<file path="src/verilog/dpr_pkg.sv">
// Package: constants and carrier types for the pattern readout block.
// Assumes a single command clock; commands arrive already decoded to pins.
package dpr_pkg;
   localparam int          DPR_BEATS        = 8;
   localparam int          DPR_LANE_W       = 8;
   localparam int          DPR_ADDR_W       = 16;
   localparam int          DPR_BA_W         = 3;
   // Address bit positions
   localparam int          DPR_A_CHOP       = 12;
   localparam int          DPR_A_AP         = 10;
   localparam int          DPR_A_NIBBLE     = 2;
   localparam int          DPR_A_PAT_EN     = 2;
   localparam int          DPR_A_DLL_OFF    = 0;
   localparam int          DPR_A_LOC_LO     = 0;
   localparam int          DPR_A_BL_LO      = 0;
   // Mode register select codes on the bank address
   localparam logic [2:0]  DPR_MR_BURST     = 3'h0;
   localparam logic [2:0]  DPR_MR_DLL       = 3'h1;
   localparam logic [2:0]  DPR_MR_PATTERN   = 3'h3;
   // Burst length field values
   localparam logic [1:0]  DPR_BL_FIXED8    = 2'h0;
   localparam logic [1:0]  DPR_BL_OTF       = 2'h1;
   localparam logic [1:0]  DPR_BL_FIXED4    = 2'h2;
   // Calibration pattern, beat 0 in bit 0
   localparam logic [7:0]  DPR_CAL_PATTERN  = 8'haa;
   localparam logic [1:0]  DPR_LOC_CAL      = 2'h0;
   // Reset values and DLL-off latency settings
   localparam logic [3:0]  DPR_RST_RL       = 4'h6;
   localparam logic [3:0]  DPR_RST_AL       = 4'h0;
   localparam logic [3:0]  DPR_RST_WL       = 4'h6;
   localparam logic [3:0]  DPR_DLL_OFF_RL   = 4'h6;
   localparam logic [3:0]  DPR_DLL_OFF_WL   = 4'h6;
   localparam logic [4:0]  DPR_DLL_OFF_SHIFT = 5'h1;

   typedef struct packed {
      logic                  cs_n;
      logic                  ras_n;
      logic                  cas_n;
      logic                  we_n;
      logic [DPR_BA_W-1:0]   ba;
      logic [DPR_ADDR_W-1:0] addr;
   } dpr_cmd_t;

   typedef struct packed {
      logic                  valid;
      logic                  pattern;
      logic [7:0]            beats;
      logic [2:0]            count;
   } dpr_burst_t;

   typedef struct packed {
      logic [3:0]            read_lat;
      logic [3:0]            add_lat;
      logic [3:0]            write_lat;
      logic [1:0]            burst_len;
      logic [1:0]            location;
      logic                  pattern_en;
      logic                  dll_off;
   } dpr_mode_t;
endpackage : dpr_pkg

</file>
<file path="src/verilog/dpr_delay.sv">
// Delay line: holds a read request for a programmable number of cycles.
// Assumes requests no closer than the burst length in cycles.
`timescale 1ns/10ps
`default_nettype none
module dpr_delay #(
   parameter int DEPTH = 32,
   parameter int W     = 12
) (
   input  wire logic             clk_in,
   input  wire logic             rst_n_in,
   input  wire logic [W-1:0]     data_in,
   input  wire logic             valid_in,
   input  wire logic [4:0]       delay_in,
   output var  logic [W-1:0]     data_out,
   output var  logic             valid_out
);
   logic [W-1:0] data_q  [DEPTH];
   logic         valid_q [DEPTH];

   genvar g;
   generate
      for (g = 0; g < DEPTH; g++) begin : g_stage
         // Head stage split off so stage 0 never names index minus one
         if (g == 0) begin : g_head
            always_ff @(posedge clk_in or negedge rst_n_in) begin
               if (!rst_n_in) begin
                  data_q[g]  <= '0;
                  valid_q[g] <= 1'b0;
               end else begin
                  data_q[g]  <= data_in;
                  valid_q[g] <= valid_in;
               end
            end
         end else begin : g_tail
            always_ff @(posedge clk_in or negedge rst_n_in) begin
               if (!rst_n_in) begin
                  data_q[g]  <= '0;
                  valid_q[g] <= 1'b0;
               end else begin
                  data_q[g]  <= data_q[g-1];
                  valid_q[g] <= valid_q[g-1];
               end
            end
         end
      end
   endgenerate

   // Tap one stage earlier than delay: stage 0 already costs a cycle
   always_comb begin
      if (delay_in == 5'h0) begin
         data_out  = data_in;
         valid_out = valid_in;
      end else begin
         data_out  = data_q[delay_in - 5'h1];
         valid_out = valid_q[delay_in - 5'h1];
      end
   end
endmodule // dpr_delay
`default_nettype wire

</file>
<file path="src/verilog/dpr_readout.sv">
// Command-side logic: mode registers, pattern reads, read latency.
// Assumes command pins already synchronous to MCLK_IN (memory clock).
`timescale 1ns/10ps
`default_nettype none
// How it works
// - Pattern sent as one bit on all pins
// - Bit0 of both lanes carries; others copy
// - Bank, column 9-3, precharge, bit11 ignored
// - Eight-beat burst returns beats 0 to 7
// - Chopped burst: bit2 picks low/high nibble
// - Chop fixed or per command if enabled
// - Pattern reads use normal read latency
// - Beat 0 is LSB, beat 7 MSB
// - Location 00 gives 0101 pattern; others reserved
// - No-operation starts nothing, work continues
// - Deselect executes nothing, work continues
// - DLL register bit0 set disables DLL
// - DLL bit accepted only at a DLL register write
// - DLL off supports read/write latency six
// - DLL off: data one cycle earlier
// - Pattern mode bit2 redirects all reads
module dpr_readout
   import dpr_pkg::*;
#(
   parameter int MAX_LAT = 32
) (
   input  wire logic                     MCLK_IN,
   input  wire logic                     RESETN_IN,
   input  wire dpr_pkg::dpr_cmd_t        CMD_IN,
   input  wire logic [2*DPR_LANE_W-1:0]  ARRAY_DATA_IN,
   input  wire logic                     COPY_BIT_IN,
   output var  logic [2*DPR_LANE_W-1:0]  DQ_OUT,
   output var  logic                     DQ_OE_OUT,
   output var  logic                     ARRAY_READ_OUT,
   output var  logic                     DLL_OFF_OUT,
   output var  logic                     PATTERN_MODE_OUT,
   output var  logic                     LAT_SUPPORTED_OUT
);
   import dpr_pkg::*;

   dpr_mode_t  mode_q;
   dpr_burst_t burst_q;
   logic       cmd_sel;
   logic       is_mrs;
   logic       is_read;
   logic       chop;
   logic [4:0] latency;
   logic [11:0] req_d;
   logic [11:0] req_out;
   logic       req_valid;
   logic       copy_beat;
   logic [DPR_LANE_W-1:0] lane_q [2];

   // Deselect and no-operation decode to nothing; burst keeps running
   assign cmd_sel = !CMD_IN.cs_n;

   // Strobe decode; every other command code is dropped here
   always_comb begin
      is_mrs  = 1'b0;
      is_read = 1'b0;
      if (cmd_sel) begin
         case ({CMD_IN.ras_n, CMD_IN.cas_n, CMD_IN.we_n})
            3'h0: begin
               is_mrs = 1'b1;
            end
            3'h5: begin
               is_read = 1'b1;
            end
            default: begin
               is_mrs  = 1'b0;
               is_read = 1'b0;
            end
         endcase
      end
   end

   // Mode register writes, accepted any time after reset
   always_ff @(posedge MCLK_IN or negedge RESETN_IN) begin
      if (!RESETN_IN) begin
         mode_q.read_lat   <= DPR_RST_RL;
         mode_q.add_lat    <= DPR_RST_AL;
         mode_q.write_lat  <= DPR_RST_WL;
         mode_q.burst_len  <= DPR_BL_FIXED8;
         mode_q.location   <= DPR_LOC_CAL;
         mode_q.pattern_en <= 1'b0;
         mode_q.dll_off    <= 1'b0;
      end else if (is_mrs) begin
         case (CMD_IN.ba)
            DPR_MR_BURST: begin
               mode_q.burst_len <= CMD_IN.addr[DPR_A_BL_LO +: 2];
               mode_q.read_lat  <= CMD_IN.addr[7:4];
            end
            DPR_MR_DLL: begin
               mode_q.dll_off <= CMD_IN.addr[DPR_A_DLL_OFF];
               mode_q.add_lat <= {2'h0, CMD_IN.addr[4:3]};
            end
            3'h2: begin
               mode_q.write_lat <= CMD_IN.addr[6:3] + 4'h5;
            end
            DPR_MR_PATTERN: begin
               mode_q.pattern_en <= CMD_IN.addr[DPR_A_PAT_EN];
               mode_q.location   <= CMD_IN.addr[DPR_A_LOC_LO +: 2];
            end
            default: begin
               mode_q.dll_off <= mode_q.dll_off;
            end
         endcase
      end
   end

   // Only the documented pairing is guaranteed with DLL off
   assign LAT_SUPPORTED_OUT = !mode_q.dll_off
      || (mode_q.read_lat == DPR_DLL_OFF_RL
          && mode_q.write_lat == DPR_DLL_OFF_WL);

   // Fixed chop, or per command when on-the-fly enabled
   always_comb begin
      case (mode_q.burst_len)
         DPR_BL_FIXED4: chop = 1'b1;
         DPR_BL_OTF:    chop = !CMD_IN.addr[DPR_A_CHOP];
         default:       chop = 1'b0;
      endcase
   end

   // Request word: pattern flag, chop, nibble; other address ignored
   assign req_d = {mode_q.pattern_en, chop,
                   CMD_IN.addr[DPR_A_NIBBLE], 9'h0};

   // Same latency path for array and pattern reads
   // A shallow delay line must never be tapped past its last stage
   always_comb begin
      latency = 5'(mode_q.read_lat) + 5'(mode_q.add_lat);
      if (mode_q.dll_off && latency != 5'h0) begin
         latency = latency - DPR_DLL_OFF_SHIFT;
      end
      if (latency > 5'(MAX_LAT - 1)) begin
         latency = 5'(MAX_LAT - 1);
      end
   end

   dpr_delay #(
      .DEPTH (MAX_LAT),
      .W     (12)
   ) u_delay (
      .clk_in    (MCLK_IN),
      .rst_n_in  (RESETN_IN),
      .data_in   (req_d),
      .valid_in  (is_read),
      .delay_in  (latency),
      .data_out  (req_out),
      .valid_out (req_valid)
   );

   // Array fetch only outside pattern mode
   assign ARRAY_READ_OUT = is_read && !mode_q.pattern_en;
   assign DLL_OFF_OUT      = mode_q.dll_off;
   assign PATTERN_MODE_OUT = mode_q.pattern_en;

   // Burst sequencer: one beat a cycle, one-bit stream
   always_ff @(posedge MCLK_IN or negedge RESETN_IN) begin
      if (!RESETN_IN) begin
         burst_q <= '0;
      end else if (req_valid) begin
         burst_q.valid   <= 1'b1;
         burst_q.pattern <= req_out[11];
         // Reserved locations read the same pattern here
         if (req_out[10]) begin
            burst_q.beats <= req_out[9] ? {4'h0, DPR_CAL_PATTERN[7:4]}
                                        : {4'h0, DPR_CAL_PATTERN[3:0]};
            burst_q.count <= 3'h3;
         end else begin
            burst_q.beats <= DPR_CAL_PATTERN;
            burst_q.count <= 3'h7;
         end
      end else if (burst_q.valid) begin
         burst_q.beats <= {1'b0, burst_q.beats[7:1]};
         burst_q.count <= burst_q.count - 3'h1;
         if (burst_q.count == 3'h0) begin
            burst_q.valid <= 1'b0;
         end
      end
   end

   // Strobe window follows the sequencer by one register
   always_ff @(posedge MCLK_IN or negedge RESETN_IN) begin
      if (!RESETN_IN) begin
         DQ_OE_OUT <= 1'b0;
      end else begin
         DQ_OE_OUT <= burst_q.valid;
      end
   end

   // Zero fill keeps upper bits quiet when copying is off
   assign copy_beat = COPY_BIT_IN & burst_q.beats[0];

   // Data pins registered per lane; bit 0 carries the beat in pattern reads
   genvar lane;
   generate
      for (lane = 0; lane < 2; lane++) begin : g_lane
         always_ff @(posedge MCLK_IN or negedge RESETN_IN) begin
            if (!RESETN_IN) begin
               lane_q[lane] <= '0;
            end else if (burst_q.valid && burst_q.pattern) begin
               lane_q[lane] <= {{(DPR_LANE_W - 1){copy_beat}},
                                burst_q.beats[0]};
            end else if (burst_q.valid) begin
               // Array data passes unchanged on both lanes
               lane_q[lane] <= ARRAY_DATA_IN[lane*DPR_LANE_W +: DPR_LANE_W];
            end else begin
               lane_q[lane] <= '0;
            end
         end
      end
   endgenerate

   assign DQ_OUT = {lane_q[1], lane_q[0]};
endmodule // dpr_readout
`default_nettype wire

</file>
<file path="config.mk">
export PLATFORM = sky130hd
export DESIGN_NAME = dpr_readout
export DESIGN_NICKNAME = d
export VERILOG_FILES = /design/src/verilog/dpr_pkg.sv /design/src/verilog/dpr_delay.sv /design/src/verilog/dpr_readout.sv
export SDC_FILE = /design/constraint.sdc
export NUM_CORES = 1
export LEC_CHECK = 0
export CAP_MARGIN = 20
export CORE_MARGIN = 4
export CORE_UTILIZATION = 60
export DETAILED_ROUTE_END_ITERATION = 16
export DONT_BUFFER_PORTS = 1
export PLACE_DENSITY = 0.76
export SETUP_SLACK_MARGIN = 0.3
export SYNTH_ARGS = -nofsm -noshare
export SYNTH_HDL_FRONTEND = slang
export SYNTH_SLANG_ARGS = --single-unit
</file>
<file path="constraint.sdc">
create_clock -name MCLK_IN -period 8.1 [get_ports MCLK_IN]
set_input_delay 1.62 -clock MCLK_IN [delete_from_list [all_inputs] [get_ports MCLK_IN]]
set_output_delay 1.62 -clock MCLK_IN [all_outputs]
set_load 0.05 [all_outputs]
</file>
==> results of run 1 <==
[routing by layer]
metal  global-route usage (%)  vias to the layer above  routed length (um)
met2                     35.3                      129                6560
met4                     9.44                        0                 286
li1                         -                     1882                   -
met5                        0                        -                   0
met1                     31.3                     2144                5690
met3                     7.48                       27                 743
[registers in the layout (all words and copies together) (netlist names)]
signal            count
DQ_OE_OUT             1
burst_q              13
PATTERN_MODE_OUT      1
DQ_OUT               16
u_delay.data_q       64
DLL_OFF_OUT           1
mode_q               12
u_delay.valid_q      32
[worst max-delay path by stage]
stage                     depth (start not counted)             end        from
after floorplan                                   3  ARRAY_READ_OUT  CMD_IN[22]
after global placement                           14     burst_q[11]  mode_q[14]
after detailed placement                         14     burst_q[11]  mode_q[14]
after CTS                                        14     burst_q[11]  mode_q[14]
after global routing                             14     burst_q[11]  mode_q[10]
final                                            14     burst_q[11]  mode_q[14]
[cells in the final DEF (no fill, tap or decap), types with 14 or more instances in the layout]
master,netlist,layout
mux4_2,15,15
inv_1,18,18
o21ai_0,17,17
mux2_2,15,15
nor2_1,20,20
mux2i_1,43,43
dfrtp_1,136,136
a21oi_1,21,21
nand3_1,14,14
nand2_1,38,38
clkbuf_16,0,16
a21o_1,17,17
[cells by family after synthesis]
group	synth area share, %
buf+inv	3.80
flops	55.2
xor+xnor	1.24
mux	15.4
fa+ha+maj	2.09
compound gates	12.9
simple gates	9.39
[critical path, cell delays in order (launching register included)]
cell and delay [ns]:
dfrtp_1 0.40, ha_2 0.20, fa_1 0.43, buf_4 0.30, inv_1 0.32, ha_1 0.32, nand4b_1 0.18, o221ai_4 0.54
mux2i_2 0.83, nand2_4 0.19, nor2_1 0.44, nor2_1 0.13, a32oi_1 0.21, nand3_1 0.45, mux2_2 0.45
[cell type report]
class	instances	area [um^2]
flip-flops and latches	140	3510
clock buffers	20	455
inverters	19	71.3
clock inverters	12	138
repair buffers	7	52.6
well taps	136	170
fillers	728	3310
multi-input cells	325	2610
[power groups by stage]
| stage | combinational (uW) | clock, uW | sequential (uW) |
|---|---|---|---|
| detailed placement | 673 | 0 | 1060 |
| floorplan | 559 | 0 | 1030 |
| CTS | 681 | 777 | 1050 |
| finish | 682 | 765 | 1050 |
| global placement | 650 | 0 | 1060 |
| global route | 750 | 816 | 1070 |
[per-stage QoR]
stage | cell area, um^2 | utilization (%)
after CTS | 7010 | 67.9
after detailed placement | 6420 | 62.2
after floorplan | 6350 | -
final | 7010 | 67.9
after global placement | 6420 | 62.2
after global routing | 7010 | 67.9
==> metrics.csv, run 1 <==
metric,value,unit
status,finished clean,
RR Startpoint,mode_q[14],
Via density,6.35,
final hold vios,0,
area grow syn2layout,10.3,%
top_reg_cell synth,dfrtp_1,
Root Driver,clkbuf_8,
Rows,37,
hold_sp,u_delay.data_q[371],
Worst Hold End,u_delay.data_q[359],
RSZ-0062 raised after global routing,no,
Clock Power Share,30.6,%
synth cell count leaders,"dfrtp_1, mux2i_1, nand2_1, a21oi_1, nor2_1",
Setup Skew,0.00713,ns
CP max FO,34,
synth warn,0,
Startpoint Class,register,
fin worst setup slack,2.57,ns
peak supply drop,0.269,mV
Cells on Worst Hold Path,0,
Clock Pin Slew Worst Setup and Hold Paths,0.06,ns
Yosys top cell by area,dfrtp_1,
layout cells sized above 1,16.4,%
die area,12300,um^2
CP required,8.51,ns
vias in the first global route,4305,
pre-CTS setup slack,2.66,ns
Max clock buf depth,2,
Int Power,1560,uW
Sw Share,37.4,%
Hold WC Path Type,reg2reg,
# diodes,0,
register bit count reported by yosys,140,
synthesized area per cell,12.4,um^2
Flop pwr share,42.1,%
DRC errors left,0,
"EDFF count, synth",0,
asr flop ratio synth,100,%
syn_nets,566,
Yosys top cell area share,53.6,%
"wirelength, routed",13300,um
actual slew at the worst max-slew pin,0.910,ns
Die Width,111,um
"non-filler cells, final",659,
static leakage,0.00328,uW
setup_tns,0,ns
first-pass GRT wire length,22500,um
critical path class,reg2reg,
min Tclk post-route,5.53,ns
Syn Inst Count,514,
DRT antenna net count,0,
crit path capture type,register,
unique cell type count in the Yosys netlist,65,
Total Nets Final,562,
initial antenna violation count,0,
"Remaining Overflow, GRT",0,
gr usage total,23.3,%
setup bufs post-CTS,0,
Slew HR,39.1,%
Slew Limit Fails,0,
max cap viols,0,
Placed Cells,627,
post-DR wirelength/cell,20.1,um
Initial Utilization,61.5,%
"Seq/Total Area, Yosys",55.2,%
Tot Pwr,2500,uW
PortBufs,0,
largest cells by area after synthesis,"dfrtp_1, mux2i_1, mux4_2",
Die Height,111,um
HPWL after DPL,8250,um
Max Clk Rate,181,MHz
total CTS buffers,17,
Hold Buf Count CTS,0,
Comb pwr share,27.3,%
worst skew pair latency,0.53,ns
clk sink count,140,
crit share post-route,68.2,%
crit path DAT,5.94,ns
via count,4182,
First DRT Iteration DRCs,286,
reg2reg end,burst_q[11],
Mapped Area,6350,um^2
NetSw,934,uW
R2R depth,14,
top-count cell post-synth,dfrtp_1,
largest net degree at the start of global routing,141,
CORE AREA,10300,um^2
Hold WS,0.371,ns
RePlAce Congestion,0.856,
r2r setup slk,2.57,ns
# setup viols final,0,
CTS tree,done,
drt first pass iters,5,
# H-tree levels,4,
pwr dens,356,nW/um^2
Post-CTS Resized,0,
io pins,63,
No activity file was read; power rests on OpenSTA's default activity.
==> inputs of run 2 (changes only) <==
==> constraint.sdc (replaced) <==
create_clock -name MCLK_IN -period 5.49 [get_ports MCLK_IN]
set_input_delay 1.098 -clock MCLK_IN [delete_from_list [all_inputs] [get_ports MCLK_IN]]
set_output_delay 1.098 -clock MCLK_IN [all_outputs]
set_load 0.05 [all_outputs]
==> metrics.csv, run 2 (same netlist as run 1, synthesis figures left out) <==
metric,value,unit,change
Comb pwr share,27.3,%,about the same
Via density,6.28,,was 6.35
Slew Limit Fails,0,,unchanged
Root Driver,clkbuf_8,,unchanged
Die Height,111,um,unchanged
DRC errors left,0,,unchanged
largest net degree at the start of global routing,141,,unchanged
RSZ-0062 raised after global routing,no,,unchanged
# diodes,0,,unchanged
Sw Share,36.4,%,was 37.4%
io pins,63,,unchanged
Setup Skew,0.00842,ns,was 0.00713 ns
setup bufs post-CTS,0,,unchanged
Final Util,68.4,%,was 67.9%
status,finished clean,,unchanged
critical path class,reg2reg,,unchanged
CP max FO,13,,was 34
# setup viols final,0,,unchanged
PortBufs,0,,unchanged
max FFs per register,64,,unchanged
setup_tns,0,ns,unchanged
Max clock buf depth,2,,unchanged
"Remaining Overflow, GRT",0,,unchanged
Startpoint Class,register,,unchanged
Hold WC Path Type,in2async,,was reg2reg
largest register by flop count,u_delay.data_q,,unchanged
actual slew at the worst max-slew pin,0.906,ns,was 0.910 ns
Hold WS,0.262,ns,was 0.371 ns
"commonest cells after routing, fill and taps aside","dfrtp_1, mux2i_1, nand2_1",,unchanged
HPWL after DPL,8480,um,was 8250 um
"wirelength, routed",13100,um,"was 13,300 um"
met2 WL,6460,um,was 6560 um
DP Area,6450,um^2,was 6420 um^2
layout cells sized above 1,17.0,%,was 16.4%
Clock Power Share,31.1,%,was 30.6%
pwr dens,529,nW/um^2,was 356 nW/um^2
crit path capture type,register,,unchanged
Hold Buf Count CTS,0,,unchanged
Rows,37,,unchanged
peak supply drop,0.380,mV,was 0.269 mV
First DRT Iteration DRCs,315,,was 286
die area,12300,um^2,unchanged
Die Width,111,um,unchanged
CP required,5.91,ns,was 8.51 ns
static leakage,0.00331,uW,was 0.00328 uW
Initial Utilization,61.5,%,unchanged
via count,4169,,"was 4,182"
min Tclk post-route,4.69,ns,was 5.53 ns
vias in the first global route,4317,,"was 4,305"
first-pass GRT wire length,22200,um,"was 22,500 um"
gr usage total,22.8,%,was 23.3%
post-DR wirelength/cell,19.8,um,was 20.1 um
DRT antenna net count,0,,unchanged
Total Nets Final,567,,was 562
Slew HR,39.3,%,was 39.1%
final hold vios,0,,unchanged
metal3 WL,771,um,was 743 um
# H-tree levels,4,,unchanged
Post-CTS Resized,0,,unchanged
initial antenna violation count,0,,unchanged
NetSw,1360,uW,was 934 uW
crit share post-route,85.4,%,was 68.2%
max cap viols,0,,unchanged
clk sink count,140,,unchanged
CTS tree,done,,unchanged
drt first pass iters,5,,unchanged
Max Clk Rate,213,MHz,was 181 MHz
crit path DAT,5.11,ns,was 5.94 ns
Flop pwr share,41.5,%,was 42.1%
Clock Pin Slew Worst Setup and Hold Paths,0.06,ns,about the same
RePlAce Congestion,0.883,,was 0.856
finished layout cell area,7060,um^2,was 7010 um^2
total CTS buffers,17,,unchanged
R2R depth,14,,unchanged
worst skew pair latency,0.54,ns,was 0.53 ns
Met1 Wirelength,5670,um,was 5690 um
Int Power,2380,uW,was 1560 uW
CORE AREA,10300,um^2,unchanged
area grow syn2layout,11.2,%,was 10.3%
"commonest non-fill, non-tap cell in the layout",dfrtp_1,,unchanged
top sig layer,met4,,unchanged
"non-filler cells, final",664,,was 659
Placed Cells,632,,was 627
run 2: cell types whose count changed in the layout (fill, tap and decap cells not counted):
cell / change
inv_6: -2
buf_4: +5
clkinv_4: -2
clkbuf_1: +1
clkinv_2: +1
clkbuf_8: +1
bufinv_16: +1
run 2: per-layer routing:
| metal | up-vias | GRT usage, % |
|---|---|---|
| li1 | 1882 | - |
| met1 | 2124 | 30.4 |
| met2 | 138 | 36.0 |
| met3 | 25 | 6.82 |
| met4 | 0 | 8.13 |
| met5 | - | 0 |
run 2: area by class of cell:
type | instances | area (um^2)
multi-input combinational | 325 | 2610
tap | 136 | 170
timing repair buffer | 12 | 90.1
sequential | 140 | 3510
inverter | 19 | 71.3
fill | 699 | 3260
clock inverter | 10 | 138
clock buffer | 22 | 473
run 2: worst max-delay path, stage by stage (launching register included):
cell,delay [ns]
dfrtp_1,0.39
ha_2,0.20
fa_1,0.47
inv_1,0.07
buf_4,0.16
ha_1,0.28
nand4b_1,0.18
o221ai_4,0.35
mux2i_2,0.62
nand2_4,0.18
nor2_1,0.40
nor2_1,0.13
a32oi_1,0.23
nand3_1,0.45
mux2_2,0.44
run 2: through the flow:
step	total power [uW]	setup WS [ns]
floorplan	2350	1.64
global placement	2530	0.961
detailed placement	2580	0.942
CTS	3750	0.890
global route	3930	0.512
finish	3740	0.804
run 2: worst paths after layout:
check	start	to	slack [ns]
max	mode_q[14]	burst_q[11]	0.80
min	RESETN_IN	u_delay.valid_q[1]	0.26
max reg2reg	mode_q[14]	burst_q[11]	0.80
min reg2reg	u_delay.data_q[251]	u_delay.data_q[239]	0.38
max in group asynchronous	RESETN_IN	mode_q[7]	5.00
min in group MCLK_IN	u_delay.data_q[251]	u_delay.data_q[239]	0.38
run 2: power by group through the flow:
| stage | Clock (uW) | Sequential [uW] | Combinational (uW) |
|---|---|---|---|
| after floorplan | 0 | 1520 | 824 |
| after global placement | 0 | 1560 | 971 |
| after detailed placement | 0 | 1570 | 1010 |
| after CTS | 1180 | 1550 | 1020 |
| after global routing | 1240 | 1570 | 1120 |
| final | 1160 | 1550 | 1020 |
==> inputs of run 3 (changes only) <==
--- a/config.mk
+++ b/config.mk
@@ -14,4 +14,5 @@
 export SETUP_SLACK_MARGIN = 0.3
 export SYNTH_ARGS = -nofsm -noshare
 export SYNTH_HDL_FRONTEND = slang
+export SYNTH_HIERARCHICAL = 1
 export SYNTH_SLANG_ARGS = --single-unit
==> constraint.sdc (replaced) <==
create_clock -name MCLK_IN -period 5.49 [get_ports MCLK_IN]
set_input_delay 0.8235 -clock MCLK_IN [delete_from_list [all_inputs] [get_ports MCLK_IN]]
set_output_delay 0.8235 -clock MCLK_IN [all_outputs]
set_load 0.05 [all_outputs]
==> metrics.csv, run 3 <==
metric,value,unit,change
Comb pwr share,23.1,%,was 27.3%
buffers and inverters on the worst path,3,,was 2
CP Depth,17,,was 14
setup_tns,0,ns,unchanged
Startpoint Class,register,,unchanged
Final Util,69.5,%,was 68.4%
Total Nets Final,424,,was 567
crit path capture type,register,,unchanged
Initial Utilization,61.3,%,was 61.5%
pwr dens,555,nW/um^2,was 529 nW/um^2
Slew Limit Fails,0,,unchanged
Rows,35,,was 37
vias in the first global route,3191,,"was 4,317"
initial antenna violation count,0,,unchanged
Die Width,105,um,was 111 um
Clock Pin Slew Worst Setup and Hold Paths,0.06,ns,about the same
CTS tree,done,,unchanged
largest net degree at the start of global routing,137,,was 141
Sw Share,31.7,%,was 36.4%
post-DR wirelength/cell,19.3,um,was 19.8 um
Flop pwr share,41.2,%,was 41.5%
crit-path max cell delay,0.56,ns,was 0.62 ns
PortBufs,0,,unchanged
# diodes,0,,unchanged
actual slew at the worst max-slew pin,0.868,ns,was 0.906 ns
layout cells sized above 1,27.4,%,was 17.0%
kind of cell adding the most delay to the critical path,multiplexers,,was simple AND/OR/NAND/NOR gates
Int Power,2410,uW,was 2380 uW
Worst path most repeated cell,ha_1,,was nor2_1
First DRT Iteration DRCs,209,,was 315
DRC errors left,0,,unchanged
CORE AREA,9150,um^2,"was 10,300 um^2"
first-pass GRT wire length,16200,um,"was 22,200 um"
static leakage,0.00310,uW,was 0.00331 uW
DRT antenna net count,0,,unchanged
Clock Power Share,35.8,%,was 31.1%
# setup viols final,0,,unchanged
NetSw,1120,uW,was 1360 uW
io pins,63,,unchanged
"Cell Chain, Critical Path","ha_1, inv_1, fa_1, ha_1, nor4bb_2, nand2_1, o211ai_1, mux2i_2, inv_1, ha_1, xor2_4, buf_4, mux4_1, mux2_2, a22oi_1, o211ai_1, mux2_2",,"was ha_2, fa_1, inv_1, buf_4, ha_1, nand4b_1, o221ai_4, mux2i_2, nand2_4, nor2_1, nor2_1, a32oi_1, nand3_1, mux2_2"
total CTS buffers,17,,unchanged
Via density,5.86,,was 6.28
critical path class,reg2reg,,unchanged
min Tclk post-route,4.85,ns,was 4.69 ns
# H-tree levels,4,,unchanged
peak supply drop,0.335,mV,was 0.380 mV
RePlAce Congestion,0.743,,was 0.883
R2R depth,17,,was 14
Max clock buf depth,2,,unchanged
Die Height,105,um,was 111 um
CP max FO,6,,was 13
"Remaining Overflow, GRT",0,,unchanged
status,finished clean,,unchanged
area grow syn2layout,13.4,%,was 11.2%
via count,2897,,"was 4,169"
finished layout cell area,6360,um^2,was 7060 um^2
RSZ-0062 raised after global routing,no,,unchanged
Max Clk Rate,206,MHz,was 213 MHz
clk sink count,140,,unchanged
crit share post-route,88.3,%,was 85.4%
Root Driver,clkbuf_8,,unchanged
Syn Inst Count,378,,was 514
HPWL after DPL,5820,um,was 8480 um
"commonest cells after routing, fill and taps aside","dfrtp_1, mux4_2, mux2_2",,"was dfrtp_1, mux2i_1, nand2_1"
worst skew pair latency,0.52,ns,was 0.54 ns
die area,11000,um^2,"was 12,300 um^2"
max cap viols,0,,unchanged
Mapped Area,5610,um^2,was 6350 um^2
largest register by flop count,u_delay/data_q,,was u_delay.data_q
crit path DAT,5.25,ns,was 5.11 ns
"wirelength, routed",9520,um,"was 13,100 um"
syn_nets,431,,was 566
filler instances,580,,was 699
"commonest non-fill, non-tap cell in the layout",dfrtp_1,,unchanged
drt first pass iters,4,,was 5
synthesized area per cell,14.8,um^2,was 12.4 um^2
final hold vios,0,,unchanged
DP Area,5630,um^2,was 6450 um^2
Slew HR,41.9,%,was 39.3%
Hold WC Path Type,in2async,,unchanged
gr usage total,19.3,%,was 22.8%
Setup Skew,0.00748,ns,was 0.00842 ns
synth warn,6,,was 0
max FFs per register,64,,unchanged
CP required,5.89,ns,was 5.91 ns
Slowest cell on crit path,fa_1,,was mux2i_2
run 3: timing repair:
action                                  4_1_cts  5_1_grt
gates resized for setup                       0        3
endpoints found under the hold margin       136        0
buffers inserted                              0        2
endpoints found under the setup margin        0       11
hold buffers                                  1        0
run 3: worst reg2reg max path, cell delays in order, from the launching register on:
cell and delay (ns):
dfrtp_1 0.41, ha_1 0.20, inv_1 0.06, fa_1 0.56, ha_1 0.27, nor4bb_2 0.36
nand2_1 0.10, o211ai_1 0.22, mux2i_2 0.31, inv_1 0.07, ha_1 0.29, xor2_4 0.29
buf_4 0.21, mux4_1 0.56, mux2_2 0.28, a22oi_1 0.14, o211ai_1 0.12, mux2_2 0.29
run 3: through the flow:
step                setup slack [ns]  power (uW)  hold WS (ns)  cells
floorplan                      0.560        2170         0.346    378
global placement               0.518        2210         0.349    459
detailed placement             0.399        2250         0.354    459
CTS                            0.396        3550         0.118    491
global route                   0.291        3720         0.107    494
finish                         0.641        3530         0.146    494
run 3: metal layers:
| metal | up-vias | part of all wire [%] | global-route usage [%] |
|---|---|---|---|
| met5 | - | 0 | 0 |
| met4 | 0 | 0.94 | 5.44 |
| met3 | 10 | 5.2 | 7.66 |
| met2 | 72 | 50 | 30.4 |
| met1 | 1514 | 43 | 25.1 |
| li1 | 1301 | - | - |
run 3: power groups by stage:
stage	Clock [uW]	Combinational, uW	Sequential, uW
3_5_place_dp	0	776	1470
6_report	1260	814	1450
2_1_floorplan	0	745	1420
5_1_grt	1340	904	1470
4_1_cts	1290	806	1460
3_3_place_gp	0	750	1460
run 3: cell type report:
type	instances	area, um^2	share of cell area, %
repair buffers	12	108	1.69
flip-flops and latches	140	3510	55.2
multi-input cells	182	1880	29.6
inverters	18	67.6	1.06
clock buffers	17	414	6.51
well taps	111	139	2.18
clock inverters	14	243	3.82
run 3: path summary, 6_finish.rpt:
path | endpoint | slack [ns] | start
worst min register to register | u_delay/data_q[82] | 0.36 | u_delay/data_q[94]
max in group asynchronous | mode_q[10] | 4.76 | RESETN_IN
worst max-delay path | burst_q[11] | 0.64 | mode_q[14]
worst max register to register | burst_q[11] | 0.64 | mode_q[14]
worst min-delay path | mode_q[7] | 0.15 | RESETN_IN
min in group MCLK_IN | u_delay/data_q[82] | 0.36 | u_delay/data_q[94]
